## src/mrcs_defs.vh

```
// Constants for the memory run command status block: register offsets,
// status bit positions, event bit positions, state codes and reset values.
// Assumes inclusion by bare name from each design file that needs them.
`ifndef MRCS_DEFS_VH
`define MRCS_DEFS_VH

// APB byte offsets, one aligned 32-bit word each
`define MRCS_OFF_STATUS 12'h000
`define MRCS_OFF_IRQ_STAT 12'h004
`define MRCS_OFF_IRQ_MASK 12'h008
`define MRCS_OFF_CTRL 12'h00C
`define MRCS_ADDR_W 12

// Task command status word bit positions
`define MRCS_B_BUSY 0
`define MRCS_B_START_EN 1
`define MRCS_B_STOP_DECEL 4
`define MRCS_B_START_INV 8
`define MRCS_B_TEACH_INV 9
`define MRCS_B_STOP_EXEC 12
`define MRCS_B_RUN_DONE 13
`define MRCS_B_TEACH_DONE 14
`define MRCS_STAT_W 16

// Event vector layout, shared by the sticky flags and the interrupt status
`define MRCS_EV_W 5
`define MRCS_EV_START_INV 0
`define MRCS_EV_TEACH_INV 1
`define MRCS_EV_STOP_EXEC 2
`define MRCS_EV_RUN_DONE 3
`define MRCS_EV_TEACH_DONE 4

// Control register bit positions
`define MRCS_C_ENABLE 0
`define MRCS_CTRL_W 1

// Run state codes
`define MRCS_ST_W 2
`define MRCS_ST_IDLE 2'h0
`define MRCS_ST_RUN 2'h1
`define MRCS_ST_DECEL 2'h2

// Reset values
`define MRCS_RST_EV 5'h00
`define MRCS_RST_MASK 5'h00
`define MRCS_RST_CTRL 1'h1
`define MRCS_RST_WORD 32'h00000000

`endif

```

## src/mrcs_sticky.v

```verilog
// Bank of sticky event flags with a per-bit clear.
// Assumes set and clear come from logic on the same clock; a set that
// lands in the cycle of its clear is kept.
`timescale 1ns/1ns
`include "mrcs_defs.vh"

module mrcs_sticky
(
  core_clk,
  rst,
  set_bits,
  clr_bits,
  flags
);
  input wire core_clk;
  input wire rst;
  input wire [`MRCS_EV_W-1:0] set_bits;
  input wire [`MRCS_EV_W-1:0] clr_bits;
  output wire [`MRCS_EV_W-1:0] flags;

  reg [`MRCS_EV_W-1:0] flags_ff;
  wire [`MRCS_EV_W-1:0] nxt_flags;

  // Set wins over clear so no event is lost on a racing clear
  assign nxt_flags = (flags_ff & ~clr_bits) | set_bits;

  // Flag storage
  always @(posedge core_clk or posedge rst)
  begin
    if (rst)
    begin
      flags_ff <= `MRCS_RST_EV;
    end
    else
    begin
      flags_ff <= nxt_flags;
    end
  end

  assign flags = flags_ff;
endmodule // mrcs_sticky

```

## src/mrcs_top.v

```verilog
// Memory run command status: run/stop/teach sequencing for one task and
// the upper status word, with an APB slave and one level interrupt.
// Assumes all event and level inputs come from logic on core_clk.
//
// Decided for this implementation: the address map and the APB slave port.
`timescale 1ns/1ns
`include "mrcs_defs.vh"

module mrcs_top
(
  core_clk,
  rst,
  psel,
  penable,
  pwrite,
  paddr,
  pwdata,
  prdata,
  pready,
  pslverr,
  start_req,
  start_cmd_bad,
  stop_req,
  decel_done,
  error_stop,
  single_axis_stop,
  normal_end,
  teach_req,
  teach_done,
  axis_busy,
  func_busy,
  start_ack,
  teach_ack,
  run_active,
  status_word,
  irq
);
  input wire core_clk;
  input wire rst;
  input wire psel;
  input wire penable;
  input wire pwrite;
  input wire [`MRCS_ADDR_W-1:0] paddr;
  input wire [31:0] pwdata;
  output wire [31:0] prdata;
  output wire pready;
  output wire pslverr;
  input wire start_req;
  input wire start_cmd_bad;
  input wire stop_req;
  input wire decel_done;
  input wire error_stop;
  input wire single_axis_stop;
  input wire normal_end;
  input wire teach_req;
  input wire teach_done;
  input wire axis_busy;
  input wire func_busy;
  output wire start_ack;
  output wire teach_ack;
  output wire run_active;
  output wire [`MRCS_STAT_W-1:0] status_word;
  output wire irq;

  reg [`MRCS_ST_W-1:0] state_ff;
  reg [`MRCS_ST_W-1:0] nxt_state;
  reg teach_pend_ff;
  reg start_ack_ff;
  reg teach_ack_ff;
  reg [`MRCS_EV_W-1:0] mask_ff;
  reg [`MRCS_CTRL_W-1:0] ctrl_ff;
  reg [31:0] prdata_ff;
  reg pslverr_ff;
  reg [31:0] rd_word;
  reg rd_hit;
  reg [`MRCS_EV_W-1:0] ev_set;
  wire [`MRCS_EV_W-1:0] flag_bits;
  wire [`MRCS_EV_W-1:0] irq_bits;
  wire [`MRCS_EV_W-1:0] flag_clr;
  wire [`MRCS_EV_W-1:0] irq_clr;
  wire setup_phase;
  wire wr_take;
  wire start_enabled;
  wire busy;
  wire stop_decel;
  wire start_ok;
  wire start_bad;
  wire teach_ok;
  wire teach_bad;
  wire [`MRCS_STAT_W-1:0] stat_word;

  // Offset match for the register map, used by read and write decode
  function hit;
    input [`MRCS_ADDR_W-1:0] addr;
    input [`MRCS_ADDR_W-1:0] off;
    begin
      hit = (addr == off);
    end
  endfunction

  // Busy covers the run sequence, a pending teach and outside activity
  assign busy = (state_ff != `MRCS_ST_IDLE) | teach_pend_ff | axis_busy | func_busy;
  assign start_enabled = ~busy;
  assign stop_decel = (state_ff == `MRCS_ST_DECEL);

  // Start decisions; a start during stop deceleration is neither taken nor flagged
  assign start_ok = start_req & ~stop_decel & start_enabled & ~start_cmd_bad & ctrl_ff[`MRCS_C_ENABLE];
  assign start_bad = start_req & ~stop_decel & ~start_ok;

  // Teaching needs the task idle, like a start
  assign teach_ok = teach_req & start_enabled & ~start_req;
  assign teach_bad = teach_req & ~teach_ok;

  // Run sequence
  always @*
  begin
    nxt_state = state_ff;
    case (state_ff)
      `MRCS_ST_IDLE:
      begin
        if (start_ok)
        begin
          nxt_state = `MRCS_ST_RUN;
        end
      end
      `MRCS_ST_RUN:
      begin
        if (error_stop | single_axis_stop)
        begin
          nxt_state = `MRCS_ST_IDLE;
        end
        else if (stop_req)
        begin
          nxt_state = `MRCS_ST_DECEL;
        end
        else if (normal_end)
        begin
          nxt_state = `MRCS_ST_IDLE;
        end
      end
      `MRCS_ST_DECEL:
      begin
        if (decel_done | error_stop)
        begin
          nxt_state = `MRCS_ST_IDLE;
        end
      end
      default:
      begin
        nxt_state = `MRCS_ST_IDLE;
      end
    endcase
  end

  // Events raised by the sequence; normal end loses to any stop cause
  always @*
  begin
    ev_set = `MRCS_RST_EV;
    ev_set[`MRCS_EV_START_INV] = start_bad;
    ev_set[`MRCS_EV_TEACH_INV] = teach_bad;
    ev_set[`MRCS_EV_TEACH_DONE] = teach_pend_ff & teach_done;
    if (state_ff == `MRCS_ST_RUN)
    begin
      if (error_stop | single_axis_stop)
      begin
        ev_set[`MRCS_EV_STOP_EXEC] = 1'b1;
      end
      else if (normal_end & ~stop_req)
      begin
        ev_set[`MRCS_EV_RUN_DONE] = 1'b1;
      end
    end
    else if (state_ff == `MRCS_ST_DECEL)
    begin
      if (decel_done | error_stop)
      begin
        ev_set[`MRCS_EV_STOP_EXEC] = 1'b1;
      end
    end
  end

  // Sequence registers and acknowledges
  always @(posedge core_clk or posedge rst)
  begin
    if (rst)
    begin
      state_ff <= `MRCS_ST_IDLE;
      teach_pend_ff <= 1'b0;
      start_ack_ff <= 1'b0;
      teach_ack_ff <= 1'b0;
    end
    else
    begin
      state_ff <= nxt_state;
      start_ack_ff <= start_ok;
      teach_ack_ff <= teach_ok;
      if (teach_ok)
      begin
        teach_pend_ff <= 1'b1;
      end
      else if (teach_done)
      begin
        teach_pend_ff <= 1'b0;
      end
    end
  end

  // Status flags clear when the matching command is accepted again
  assign flag_clr[`MRCS_EV_START_INV] = start_ok;
  assign flag_clr[`MRCS_EV_STOP_EXEC] = start_ok;
  assign flag_clr[`MRCS_EV_RUN_DONE] = start_ok;
  assign flag_clr[`MRCS_EV_TEACH_INV] = teach_ok;
  assign flag_clr[`MRCS_EV_TEACH_DONE] = teach_ok;

  mrcs_sticky u_flags
  (
    .core_clk(core_clk),
    .rst(rst),
    .set_bits(ev_set),
    .clr_bits(flag_clr),
    .flags(flag_bits)
  );

  // APB phases; zero wait states, so every access ends in its first access cycle
  assign setup_phase = psel & ~penable;
  assign wr_take = psel & penable & pwrite;
  assign irq_clr = (wr_take & hit(paddr, `MRCS_OFF_IRQ_STAT)) ? pwdata[`MRCS_EV_W-1:0] : `MRCS_RST_EV;

  mrcs_sticky u_irq
  (
    .core_clk(core_clk),
    .rst(rst),
    .set_bits(ev_set),
    .clr_bits(irq_clr),
    .flags(irq_bits)
  );

  // Assemble the task command status word; unused bits read zero
  assign stat_word = {
    1'b0,
    flag_bits[`MRCS_EV_TEACH_DONE],
    flag_bits[`MRCS_EV_RUN_DONE],
    flag_bits[`MRCS_EV_STOP_EXEC],
    2'h0,
    flag_bits[`MRCS_EV_TEACH_INV],
    flag_bits[`MRCS_EV_START_INV],
    3'h0,
    stop_decel,
    2'h0,
    start_enabled,
    busy
  };

  // Read mux; unmapped offsets answer with an error and zero data
  always @*
  begin
    rd_word = `MRCS_RST_WORD;
    rd_hit = 1'b1;
    if (hit(paddr, `MRCS_OFF_STATUS))
    begin
      rd_word[`MRCS_STAT_W-1:0] = stat_word;
    end
    else if (hit(paddr, `MRCS_OFF_IRQ_STAT))
    begin
      rd_word[`MRCS_EV_W-1:0] = irq_bits;
    end
    else if (hit(paddr, `MRCS_OFF_IRQ_MASK))
    begin
      rd_word[`MRCS_EV_W-1:0] = mask_ff;
    end
    else if (hit(paddr, `MRCS_OFF_CTRL))
    begin
      rd_word[`MRCS_CTRL_W-1:0] = ctrl_ff;
    end
    else
    begin
      rd_hit = 1'b0;
    end
  end

  // Read data and error are captured in setup, so they come from flops in access
  always @(posedge core_clk or posedge rst)
  begin
    if (rst)
    begin
      prdata_ff <= `MRCS_RST_WORD;
      pslverr_ff <= 1'b0;
    end
    else if (setup_phase)
    begin
      prdata_ff <= pwrite ? `MRCS_RST_WORD : rd_word;
      pslverr_ff <= ~rd_hit;
    end
  end

  // Writable registers; the status word itself is read only
  always @(posedge core_clk or posedge rst)
  begin
    if (rst)
    begin
      mask_ff <= `MRCS_RST_MASK;
      ctrl_ff <= `MRCS_RST_CTRL;
    end
    else if (wr_take)
    begin
      if (hit(paddr, `MRCS_OFF_IRQ_MASK))
      begin
        mask_ff <= pwdata[`MRCS_EV_W-1:0];
      end
      if (hit(paddr, `MRCS_OFF_CTRL))
      begin
        ctrl_ff <= pwdata[`MRCS_CTRL_W-1:0];
      end
    end
  end

  assign prdata = prdata_ff;
  assign pready = 1'b1;
  assign pslverr = pslverr_ff & psel & penable;
  assign irq = |(irq_bits & mask_ff);
  assign start_ack = start_ack_ff;
  assign teach_ack = teach_ack_ff;
  assign run_active = (state_ff != `MRCS_ST_IDLE);
  assign status_word = stat_word;
endmodule // mrcs_top

```

## config.mk

```make
export PLATFORM = sky130hd
export DESIGN_NAME = mrcs_top
export DESIGN_NICKNAME = d
export VERILOG_FILES = /design/src/mrcs_sticky.v /design/src/mrcs_top.v
export VERILOG_INCLUDE_DIRS = /design/src /design/src/src
export SDC_FILE = /design/constraint.sdc
export NUM_CORES = 1
export LEC_CHECK = 0
export BUFFER_PORTS_ARGS = -buffer_cell sky130_fd_sc_hd__buf_4
export CAP_MARGIN = 20
export CORE_MARGIN = 4
export CORE_UTILIZATION = 34
export CTS_CLUSTER_SIZE = 40
export DETAILED_ROUTE_END_ITERATION = 8
export PLACE_DENSITY = 0.75
export SETUP_SLACK_MARGIN = 0.1
export SLEW_MARGIN = 5
export SYNTH_ARGS = -nofsm -noshare
export SYNTH_HDL_FRONTEND = slang
export SYNTH_SLANG_ARGS = --single-unit
```

## constraint.sdc

```tcl
create_clock -name core_clk -period 2.5 [get_ports core_clk]
set_input_delay 0.5 -clock core_clk [delete_from_list [all_inputs] [get_ports core_clk]]
set_output_delay 0.5 -clock core_clk [all_outputs]
set_load 0.01 [all_outputs]
```

**Word level (Yosys, flattened, before mapping)**

Cells that the tools add are included.

- Flip-flop bits (word level): 54
- Input bits: 60
- Logic and storage cells: 90

- Equal/unequal tests: 8
- Multiplexer cells: 27
- Bitwise operators: 37
- Reductions and logical operators: 8

Operators with widths:

| kind | count |
|---|---|
| equality test 12 x 4 -> 1 bit, second input constant | 2 |
| bitwise AND 1 bit | 16 |
| 2-to-1 mux 16 bit | 1 |
| bitwise AND 5 bit | 3 |
| 2-to-1 mux 1 bit | 15 |
| 2-to-1 mux 5 bit | 3 |
| equality test 12 x 3 -> 1 bit, second input constant | 1 |
| zero test 12 bit | 1 |
| 2-to-1 mux 10 bit | 1 |
| 2-to-1 mux 2 bit | 5 |
| NOT 5 bit | 2 |
| bitwise OR 5 bit | 2 |
| NOT 1 bit | 9 |
| one-hot mux 2 bit (3 select lines) | 1 |
| bitwise OR 1 bit | 5 |
| OR reduction 5 bit | 1 |
| 2-to-1 mux 4 bit | 1 |
| != test 4 bit, second input constant | 1 |
| AND reduction 2 bit | 2 |
| nonzero test 2 bit | 2 |
| AND reduction 3 bit | 1 |
| equality test 2 x 1 -> 1 bit, second input constant | 1 |
| equality test 2 bit, second input constant | 1 |
| zero test 2 bit | 1 |
| other kinds (2) | 2 |

**Depth between registers and ports, before layout**

Gate-level depths: netlist of the first run.

- Depth after elaboration: 11
- Gate-level depth with buffers: 6
- Gate-level depth less buffers: 6

**Hierarchy**

Synthesis of the first run repeated with hierarchy kept, for this count alone.

- Cell total of the unflattened synthesis: 197
- Area, all modules: 1914.3 sq um

Modules (own cells, without submodules):

| module | instances | cells an instance | area each (sq um) | sequential area each (sq um) |
|---|---|---|---|---|
| mrcs_top | 1 | 165 | 1544.0 | 551.8 |
| mrcs_sticky | 2 | 16 | 185.2 | 125.1 |

**Worst setup path before layout of the first run**

No wires, ideal clock.

- Path type: register to register
- From: reg state_ff[1]
- To: reg prdata_ff[0] (netlist: prdata[0])
- Arrival time: 1.627 ns
- Required time: 2.378 ns
- Setup slack: 0.751 ns
- Cell stages (with the launch flop): 6
- Clock period less this slack: 1.749 ns
- Path through: dfrtp_1 -> or2_4 -> nor4_4 -> inv_2 -> mux4_2 -> a32o_1

- Longest elaborated chain between the ends: 6

RTL lines:

| what | RTL line | RTL |
|---|---|---|
| start: declaration | mrcs_top.v:65 | `` reg [`MRCS_ST_W-1:0] state_ff; `` |
| start signal: assignment | mrcs_top.v:187 | `` state_ff <= `MRCS_ST_IDLE; `` |
| start signal: assignment | mrcs_top.v:194 | `state_ff <= nxt_state;` |
| nonzero test 2 bit (no source line) | - |  |
| via run_active | mrcs_top.v:61 | `output wire run_active;` |
| bitwise OR 1 bit (3 in a row) | mrcs_top.v:102 | `` assign busy = (state_ff != `MRCS_ST_IDLE) \| teach_pend_ff \| axis_busy \| func_busy; `` |
| via busy | mrcs_top.v:84 | `wire busy;` |
| 2-to-1 mux 5 bit | mrcs_top.v:259 | `` if (hit(paddr, `MRCS_OFF_STATUS)) `` |
| 2-to-1 mux 16 bit | mrcs_top.v:291 | `` prdata_ff <= pwrite ? `MRCS_RST_WORD : rd_word; `` |
| end signal: assignment | mrcs_top.v:286 | `` prdata_ff <= `MRCS_RST_WORD; `` |
| end signal: assignment | mrcs_top.v:291 |  |
| end: declaration | mrcs_top.v:72 | `reg [31:0] prdata_ff;` |

The timed path passes the listed nets, and every way through them passes these cells.
A chain may end at the register's enable or synchronous reset.

**Worst setup path in the final report of the first run**

- From: reg state_ff[1]
- To: out status_word[1]

- Longest elaborated chain between the ends: 5

RTL lines:

| what | RTL line | RTL |
|---|---|---|
| nonzero test 2 bit (no source line) | - |  |
| bitwise OR 1 bit (3 in a row) | mrcs_top.v:102 |  |
| NOT 1 bit | mrcs_top.v:103 | `assign start_enabled = ~busy;` |
| end: declaration | mrcs_top.v:62 | `` output wire [`MRCS_STAT_W-1:0] status_word; `` |

Every way passes these cells.

==> key figures, run 1 <==
Setup path
  – CP Data Required Time: about 2.0 ns
  – CP max-delay cell: dfrtp_1
  – Startpoint Class: flop
  – CP Capture Type: output pin
  – Bufs and invs on worst path: 2
  – Critical path class: reg2out
  – CP Max Fanout: 5
  – Reg-to-reg slack, setup: 0.66 ns
  – Worst R2R Path Depth: 5
  – Crit path DAT: 1.47 ns
  – Crit path top cell by count: buf_4
  – Worst-path cell chain: or2_4 > nor4_4 > buf_4 > buf_4
  – Critical path's top delay family: simple AND/OR/NAND/NOR gates
  – CP peak stage delay: 0.41 ns
  – CP Depth: 4

Synthesis
  – Yosys top cell area share: 46.2%
  – Cells after synthesis: 160
  – Netlist cell types: 38
  – Main synth FF type: dfrtp_1
  – Syn avg cell area: 10.5 sq um
  – Main combinational cell family by area after synthesis: buffers and inverters
  – Register area share after synthesis: 47.8%
  – Synth async-reset ratio: 100%
  – Post-Synth Adder-Cell Area: 0%
  – Ys Warns: 0
  – Yosys top cell by area: dfrtp_1
  – Post-Synth XOR/XNOR Area: 0%
  – Synth area leaders: dfrtp_1 46%, buf_4 15%, a22o_1 4.2%, mux2_2 4.0%, nand2_1 2.9%
  – Mapped cell area: 0.00168 sq mm
  – Mux cell area share after synthesis: 5.37%
  – Post-synth EDFFs: 0
  – Compound-cell area share of the yosys netlist: between 10 and 15%
  – Post-Synth Simple-Gate Area: approximately 14%
  – Flops & latches, synth: 32

Power
  – PwrDens: roughly 540 mW/mm^2
  – Final Power: around 1.2 mW
  – Pleak: between 1 and 1.5 nW
  – Peak VDD IR: 0.000206 V

Clock tree
  – CTS Sinks: 32
  – Reg clk slew, reported paths: 0.07 ns
  – CTS buffer count: 5
  – TritonCTS clock tree: yes
  – Clk buf depth: 2
  – Root buffer cell: clkbuf_8
  – Post-CTS Setup Inserts: 0
  – CTS H-tree lvls: 2
  – Post-CTS sizing: 0
  – Skew-Pair Late Insertion Delay: between 0.2 and 0.3 ns
  – Hold buffer count at CTS: 0

GRT
  – Vias in the first global route: ~1300
  – Largest net degree at the start of global routing: 33
  – Initial antenna violation count: 0
  – Total GRT Usage: 12.5%
  – GRT overflow: 0
  – First-pass GRT wire length: 5.98 mm

Floorplanning
  – Die Y: 78.3 um
  – Die area: approximately 0.0061 sq mm
  – Core Area: about 0.0048 sq mm
  – I/O pin count: ~110
  – Die Width: 78.3 um
  – Initial Util: a little over a third
  – Row count: 25

Routing
  – Wire per inst: around 13 um
  – Initial DRC count: 55
  – Drt drc: 0
  – Total wire length: 3.76 mm
  – Via count: 1295
  – DRT Pass-1 Iters: 4
  – Antenna-violating nets left: 0
  – Vias/cell: around 4.5

Timing
  – RSZ-0062 raised after global routing: false
  – Setup total negative slack: 0 ns
  – Tcrit/Tclk final: 78.7%
  – Final Slew Violations: 0
  – Crit path time final: just under 2 ns
  – Setup Viol. Count Final: 0
  – Fmax: 0.508 GHz
  – Final Hold Fails: 0
  – Final WS setup: 0.532 ns
  – Layout Skew: 0.00638 ns

Hold path
  – Hold crit path type: in2async

Run
  – Max-cap violations: 0

Final layout
  – Area Growth Syn to Fin: 28.4%
  – Nets: 279
  – Non-Filler Instances: 287
  – # diodes: 0
  – Fraction of layout cells with a size suffix above 1: 35.5%
  – Most common cell after layout, fill and taps aside: buf_4
  – Commonest non-fill, non-tap cells in the layout: 58 x buf_4, 31 x conb_1, 31 x dfrtp_1
  – Design Area, Final: 0.00216 sq mm

Place
  – Placed Cells: 279
  – Post-Place Worst Slack: 0.512 ns
  – HPWL Detailed: 3.11 mm
  – Placed inst area: 0.00205 sq mm
  – PortBufs: 55
  – Routability cong.: about 0.76

Run status
  – Status: complete, no violations
-- Yosys cell counts, types with 2 or more instances --
cell type / n
nor2b_1: 2
mux2_2: 6
inv_1: 9
nand2b_1: 3
a22o_1: 8
a22oi_1: 5
nand4_1: 2
o21ai_0: 9
nor4_1: 2
conb_1: 2
nand2_1: 13
buf_4: 34
a21o_1: 4
nor2_1: 5
and3_1: 3
dfrtp_1: 31
-- cell families after synthesis --
logic type / Yosys count
and+or+nand+nor: 40
muxes: 7
DFF: 32
AOI/OAI and AO/OA: 34
other: 2
buffers and inverters: 45
-- path summary, 6_finish.rpt --
check	start	to
max in group asynchronous	rst	ctrl_ff$_DFFE_PP1P_
worst min register to register	pslverr_ff$_DFFE_PP0P_	pslverr_ff$_DFFE_PP0P_
min in group core_clk	error_stop	state_ff[1]$_DFFE_PP0P_
worst min-delay path	rst	prdata[14]$_DFFE_PP0P_
worst max register to register	state_ff[1]$_DFFE_PP0P_	prdata[0]$_DFFE_PP0P_
worst max-delay path	state_ff[1]$_DFFE_PP0P_	status_word[1]
-- through the flow --
step                      hold WS, ns  util, %
after floorplan                 0.443        -
after global routing            0.340     45.3
final                           0.292     45.3
after detailed placement        0.463     43.1
after global placement          0.455     43.1
after CTS                       0.308     45.3
-- registers in the layout, summed over array words and instances, names as in the netlist --
register / count
prdata: 10
teach_ack: 1
u_flags.flags: 5
teach_pend_ff: 1
mask_ff: 5
u_irq.flags: 5
ctrl_ff: 1
start_ack: 1
pslverr_ff: 1
state_ff: 2
-- power by group --
group          total [mW]  switching (mW)  internal [mW]  leakage [nW]
clock network       0.480           0.185          0.295        0.0552
logic               0.133          0.0713         0.0619         0.669
registers           0.541          0.0111          0.530         0.405
total                1.15           0.267          0.887          1.13
-- per-layer routing --
layer	vias to the layer above	global-route usage, %	share of wire (%)
li1	618	-	-
met1	632	14.9	41
met2	38	21.1	51
met3	7	4.13	6.5
met4	0	4.72	1.5
met5	-	0	0
-- area by class of cell --
type | count | area [sq um]
Fill cell | 472 | 2600
Sequential cell | 32 | 802
Multi-Input combinational cell | 112 | 689
Timing Repair Buffer | 58 | 435
Tap cell | 67 | 83.8
Clock buffer | 6 | 72.6
Inverter | 10 | 37.5
Clock inverter | 2 | 35.0
-- worst register-to-register path, stage by stage, from the launching register on --
cell     delay, ns
dfrtp_1       0.41
or2_4         0.28
nor4_4        0.20
inv_2         0.10
mux4_2        0.47
a32o_1        0.27
Note: power is estimated with default switching activity, not from simulation.
==> run 2: changes to the inputs <==
ABC_AREA = 1   (was not set)
clock period = 1.8 ns   (was 2.5 ns; I/O delays follow)
==> key figures, run 2 <==
Floorplanning
  – Die Y: 82.6 um (+5.5%)
  – I/O pin count: 114 (unchanged)
  – Initial Util: 36.1% (+0.80 points)
  – Die Width: 82.6 um (+5.5%)
  – Row count: 26 (+4.0%)
  – Core Area: 0.00524 sq mm (+10%)
  – Die area: 0.00682 sq mm (+11%)

Setup path
  – Critical path's top delay family: flip-flops
  – Critical path class: reg2out
  – Bufs and invs on worst path: 1 (-1)
  – CP Capture Type: output pin
  – CP Data Required Time: 1.44 ns (-0.56 ns)
  – Crit path DAT: 1.26 ns (-0.21 ns)
  – CP peak stage delay: 0.40 ns (about the same)
  – Worst-path cell chain: nand2_1 > nand2_1 > a221oi_1 > nand2_1 > buf_4
  – Worst R2R Path Depth: 9 (+4)
  – Startpoint Class: flop
  – Critical R2R Launch: state_ff[1]$_DFFE_PP0P_
  – Reg-to-reg endpoint: prdata[0]$_DFFE_PP0P_
  – CP max-delay cell: dfrtp_1
  – Reg-to-reg slack, setup: 0.48 ns (-0.18 ns)
  – CP Max Fanout: 3 (-2)
  – Crit path top cell by count: nand2_1

Clock tree
  – CTS Sinks: 32 (unchanged)
  – Reg clk slew, reported paths: 0.07 ns (about the same)
  – CTS buffer count: 5 (unchanged)
  – Clk buf depth: 2 (unchanged)
  – Skew-Pair Late Insertion Delay: 0.29 ns (about the same)
  – TritonCTS clock tree: yes
  – CTS H-tree lvls: 2 (unchanged)
  – Root buffer cell: clkbuf_8

Hold path
  – Hold crit path type: in2async

GRT
  – First-pass GRT wire length: 7.02 mm (+17%)
  – Total GRT Usage: 13.7% (+1.2 points)
  – Initial antenna violation count: 0 (unchanged)
  – Largest net degree at the start of global routing: 33 (unchanged)
  – GRT overflow: 0 (unchanged)
  – Vias in the first global route: 1536 (+22%)

Run
  – Max-cap violations: 0 (unchanged)

Power
  – Final Power: 1.72 mW (+49%)
  – Combinational share of power: 15.3% (+3.8 points)
  – Clock share of power: 40.0% (-1.6 points)
  – Sw power: 0.452 mW (+69%)
  – Sequential share of power: 44.7% (-2.2 points)
  – PwrDens: 719 mW/mm^2 (+34%)
  – Pleak: 1.30 nW (+15%)
  – Peak VDD IR: 0.000473 V (+130%)
  – Switch share: 26.3% (+3.2 points)
  – Cell Int Power: 1.27 mW (+43%)

Place
  – Routability cong.: 0.833 (+9.0%)
  – HPWL Detailed: 3.45 mm (+11%)
  – Post-Place Worst Slack: 0.276 ns (-0.236 ns)
  – PortBufs: 55 (unchanged)
  – Placed Cells: 350 (+25%)

Routing
  – Antenna-violating nets left: 0 (unchanged)
  – Initial DRC count: 112 (+100%)
  – Total wire length: 4.28 mm (+14%)
  – Drt drc: 0 (unchanged)
  – Wire per inst: 11.8 um (-9.9%)
  – DRT Pass-1 Iters: 4 (unchanged)
  – Via count: 1553 (+20%)
  – Vias/cell: 4.28 (-5.2%)

Timing
  – Tcrit/Tclk final: between 90% and 100%
  – Setup Viol. Count Final: 0 (unchanged)
  – Final WS setup: 0.177 ns (-0.356 ns)
  – RSZ-0062 raised after global routing: true
  – Final Slew Violations: 0 (unchanged)
  – Setup total negative slack: 0 ns (unchanged)
  – Crit path time final: approximately 1.6 ns
  – Layout Skew: 0.00598 ns (-0.000403 ns)
  – Fmax: 0.616 GHz
  – Final Hold Fails: 0 (unchanged)

Synthesis
  – Mapped cell area: 0.00189 sq mm (+13%)
  – Post-synth EDFFs: 0 (unchanged)
  – Register area share after synthesis: 42.4% (-5.4 points)
  – Syn avg cell area: 8.23 sq um (-22%)
  – Synth async-reset ratio: 100% (unchanged)
  – Flops & latches, synth: 32 (unchanged)
  – Cells after synthesis: 230 (+44%)
  – Yosys top cell by area: dfrtp_1
  – Yosys top cell area share: 41.0% (-5.2 points)
  – Ys Warns: 0 (unchanged)
  – Most frequent cell after synthesis: nand2_1
  – Synth area leaders: dfrtp_1 41%, buf_4 13%, nand2_1 11%, nand3_1 4.5%, inv_1 4.0%
  – List of most frequent post-synthesis cells: 55 x nand2_1, 34 x buf_4, 31 x dfrtp_1, 20 x inv_1, 17 x nand3_1
  – Main synth FF type: dfrtp_1
  – Netlist cell types: 28 (-26%)

Final layout
  – Fill cells: 511 (+8.3%)
  – Most common cell after layout, fill and taps aside: buf_4
  – Area Growth Syn to Fin: 26.4%
  – Non-Filler Instances: 363 (+26%)
  – Max FFs per register: 10 (unchanged)
  – Fraction of layout cells with a size suffix above 1: 32.1% (-3.4 points)
  – # diodes: 0 (unchanged)
  – Nets: 352 (+26%)
  – Commonest non-fill, non-tap cells in the layout: 61 x buf_4, 55 x nand2_1, 31 x conb_1, 31 x dfrtp_1, 20 x inv_1

Run status
  – Status: complete, no violations
## run 2: cell types whose count changed after synthesis, moves of 6 or more
| cell | delta |
|---|---|
| a22o_1 | -8 |
| inv_1 | +11 |
| inv_2 | +6 |
| mux2_2 | -6 |
| nand2_1 | +42 |
| nand3_1 | +16 |
| nor2_1 | +6 |
| nor2_4 | +6 |
| o21ai_0 | -6 |
| o21ai_1 | +11 |
| o31ai_1 | +6 |
## run 2: per-stage QoR
step	hold WS (ns)	cell area [sq um]	util [%]
after floorplan	0.434	2000	-
after global placement	0.469	2240	42.8
after detailed placement	0.474	2240	42.8
after CTS	0.167	2350	44.9
after global routing	0.194	2390	45.7
final	0.158	2390	45.7
## run 2: cell type report
| cell class | instances | area [sq um] | share of cell area, % |
|---|---|---|---|
| multi-input combinational | 163 | 823 | 34.4 |
| sequential | 32 | 802 | 33.5 |
| timing repair buffer | 61 | 458 | 19.2 |
| inverter | 29 | 109 | 4.55 |
| tap | 70 | 87.6 | 3.66 |
| clock buffer | 5 | 68.8 | 2.88 |
| clock inverter | 3 | 42.5 | 1.78 |
## run 2: how the worst max path moves through the flow
stage / startpoint / end / slack, ns / cells after the start
6_report: mask_ff[0]$_DFFE_PP0P_ / irq / 0.18 / 5
5_1_grt: u_irq.flags[1]$_DFF_PP0_ / irq / 0.09 / 5
4_1_cts: u_irq.flags[0]$_DFF_PP0_ / irq / 0.15 / 5
3_5_place_dp: paddr[7] / u_irq.flags[0]$_DFF_PP0_ / 0.28 / 9
3_3_place_gp: paddr[7] / mask_ff[2]$_DFFE_PP0P_ / 0.31 / 8
2_1_floorplan: state_ff[1]$_DFFE_PP0P_ / status_word[0] / 0.56 / 5
## run 2: worst min-delay path: stages
cell and delay [ns]:
buf_4 0.10, inv_1 0.04, buf_4 0.35
## run 2: kinds of logic after synthesis
kind of cell,synth area share [%]
buf+inv,19.8
flops,42.4
compound gates,8.93
other cells,0.397
simple gates,28.4
## run 2: timing repair
item / 4_1_cts / 5_1_grt
setup buffers: 0 / 5
gates resized for setup: 0 / 0
hold buffers: 0 / 0
setup endpoints to repair: 0 / 2
## run 2: power groups by stage
stage | Clock (mW) | Sequential (mW) | Combinational [mW]
floorplan | 0 | 0.786 | 0.174
global placement | 0 | 0.780 | 0.257
detailed placement | 0 | 0.781 | 0.262
CTS | 0.706 | 0.767 | 0.263
global route | 0.747 | 0.771 | 0.297
finish | 0.687 | 0.768 | 0.264
## run 2: per-layer routing
layer | share of wire, % | routed length (um) | global-route usage, % | up-vias
met2 | 50 | 2130 | 22.2 | 50
li1 | - | - | - | 790
met3 | 7.9 | 338 | 5.10 | 5
met1 | 41 | 1760 | 16.9 | 708
met4 | 1.2 | 53 | 4.41 | 0
met5 | 0 | 0 | 0 | -
==> run 3: changes to the inputs <==
MAX_ROUTING_LAYER = met4   (was not set)
==> key figures, run 3 (synthesis gave the netlist of run 2 again) <==
Run status
  – Status: complete, no violations

Final layout
  – # diodes: 0 (unchanged)
  – Area Growth Syn to Fin: 26.4% (unchanged)
  – Fill cells: 511 (unchanged)
  – Final core utilization: 45.7% (unchanged)
  – Commonest non-fill, non-tap cells in the layout: 61 x buf_4, 55 x nand2_1, 31 x conb_1, 31 x dfrtp_1, 20 x inv_1
  – Design Area, Final: 0.00239 sq mm (unchanged)
  – Fraction of layout cells with a size suffix above 1: 32.1% (unchanged)
  – Non-Filler Instances: 363 (unchanged)
  – Nets: 352 (unchanged)
  – Max FFs per register: 10 (unchanged)
  – Most common cell after layout, fill and taps aside: buf_4

Floorplanning
  – Core Area: 0.00524 sq mm (unchanged)
  – Die area: 0.00682 sq mm (unchanged)
  – Row count: 26 (unchanged)
  – Initial Util: 36.1% (unchanged)
  – Die Width: 82.6 um (unchanged)
  – I/O pin count: 114 (unchanged)
  – Die Y: 82.6 um (unchanged)

Timing
  – Layout Skew: 0.00593 ns (-0.0000497 ns)
  – Tcrit/Tclk final: 90.2% (about the same)
  – Final Slew Violations: 0 (unchanged)
  – Final Hold Fails: 0 (unchanged)
  – Final WS setup: 0.177 ns (+0.000169 ns)
  – Fmax: 0.616 GHz (about the same)
  – Crit path time final: 1.62 ns (-0.000169 ns)
  – RSZ-0062 raised after global routing: true
  – Setup total negative slack: 0 ns (unchanged)
  – Setup Viol. Count Final: 0 (unchanged)
  – Hold slack: 0.158 ns (+0.000305 ns)

GRT
  – Vias in the first global route: 1535 (-0.065%)
  – Largest net degree at the start of global routing: 33 (unchanged)
  – Initial antenna violation count: 0 (unchanged)
  – Total GRT Usage: 14.1% (+0.39 points)
  – First-pass GRT wire length: 7.03 mm (about the same)
  – GRT overflow: 0 (unchanged)

Power
  – Peak VDD IR: 0.000473 V (about the same)
  – Pleak: 1.30 nW (unchanged)
  – PwrDens: 719 mW/mm^2 (about the same)
  – Final Power: 1.72 mW (about the same)

Place
  – Placed Cells: 350 (unchanged)
  – Routability cong.: 0.846 (+1.5%)
  – PortBufs: 55 (unchanged)
  – HPWL Detailed: 3.45 mm (unchanged)
  – Post-Place Worst Slack: 0.276 ns (unchanged)
  – Placed inst area: 0.00224 sq mm (unchanged)

Setup path
  – Startpoint Class: flop
  – Critical path class: reg2out
  – Crit path top cell by count: nand2_1
  – CP max-delay cell: dfrtp_1
  – Worst-path cell chain: nand2_1 > nand2_1 > a221oi_1 > nand2_1 > buf_4
  – CP Capture Type: output pin
  – CP Data Required Time: 1.44 ns (about the same)
  – Critical path's top delay family: flip-flops
  – Bufs and invs on worst path: 1 (unchanged)
  – CP peak stage delay: 0.40 ns (about the same)
  – Crit path DAT: 1.26 ns (about the same)
  – CP Max Fanout: 3 (unchanged)

Routing
  – Initial DRC count: 112 (unchanged)
  – DRT Pass-1 Iters: 4 (unchanged)
  – Total wire length: 4.29 mm (+0.12%)
  – Via count: 1557 (+0.26%)
  – Vias/cell: 4.29 (+0.26%)
  – Drt drc: 0 (unchanged)
  – Wire per inst: 11.8 um (+0.12%)
  – Antenna-violating nets left: 0 (unchanged)

Clock tree
  – Hold buffer count at CTS: 0 (unchanged)
  – Reg clk slew, reported paths: 0.07 ns (about the same)
  – CTS buffer count: 5 (unchanged)
  – Skew-Pair Late Insertion Delay: 0.28 ns (about the same)
  – CTS H-tree lvls: 2 (unchanged)
  – Root buffer cell: clkbuf_8
  – TritonCTS clock tree: yes
  – Clk buf depth: 2 (unchanged)
  – CTS Sinks: 32 (unchanged)

Run
  – Max-cap violations: 0 (unchanged)

Hold path
  – Hold crit path type: in2async
[run 3: cell counts in the layout (fill, tap and decap cells not counted)]
No cell type changed its count.
[run 3: path summary, 6_finish.rpt]
| kind | from | slack [ns] | to | cells past startpoint |
|---|---|---|---|---|
| setup / recovery | mask_ff[0]$_DFFE_PP0P_ | 0.18 | irq | 5 |
| hold / removal | rst | 0.16 | prdata[2]$_DFFE_PP0P_ | 3 |
| setup reg to reg | state_ff[1]$_DFFE_PP0P_ | 0.48 | prdata[0]$_DFFE_PP0P_ | 9 |
| hold reg to reg | prdata[0]$_DFFE_PP0P_ | 0.49 | prdata[0]$_DFFE_PP0P_ | 2 |
| max in group asynchronous | rst | 1.32 | ctrl_ff$_DFFE_PP1P_ | 3 |
| min in group core_clk | teach_done | 0.26 | teach_pend_ff$_DFFE_PP0P_ | 2 |
[run 3: where the power goes]
part,internal [mW],switching (mW),total (mW)
clock,0.409,0.278,0.687
sequential,0.748,0.0193,0.768
combinational,0.109,0.155,0.264
total,1.27,0.452,1.72
[run 3: repair_timing]
item / in CTS / in global routing
resized for setup: 0 / 0
setup endpoints to repair: 0 / 2
setup buffers: 0 / 5
[run 3: worst register-to-register path, delay by kind of cell (launching register included)]
family	cells	cell delay, ns
flops	1	0.40
simple gates	5	0.49
buf+inv	3	0.25
compound gates	1	0.07
[run 3: area by class of cell]
class,count,area [sq um],share of cell area (%)
timing repair buffer,61,458,19.2
multi-input combinational,163,823,34.4
inverter,29,109,4.55
sequential,32,802,33.5
clock buffer,5,68.8,2.88
clock inverter,3,42.5,1.78
tap,70,87.6,3.66
[run 3: layer usage]
| layer | GRT usage (%) | part of all wire [%] | wire length, um |
|---|---|---|---|
| met4 | 4.41 | 1.3 | 55 |
| met1 | 17.2 | 42 | 1780 |
| met5 | - | 0 | 0 |
| met2 | 22.2 | 49 | 2120 |
| met3 | 4.66 | 7.7 | 328 |
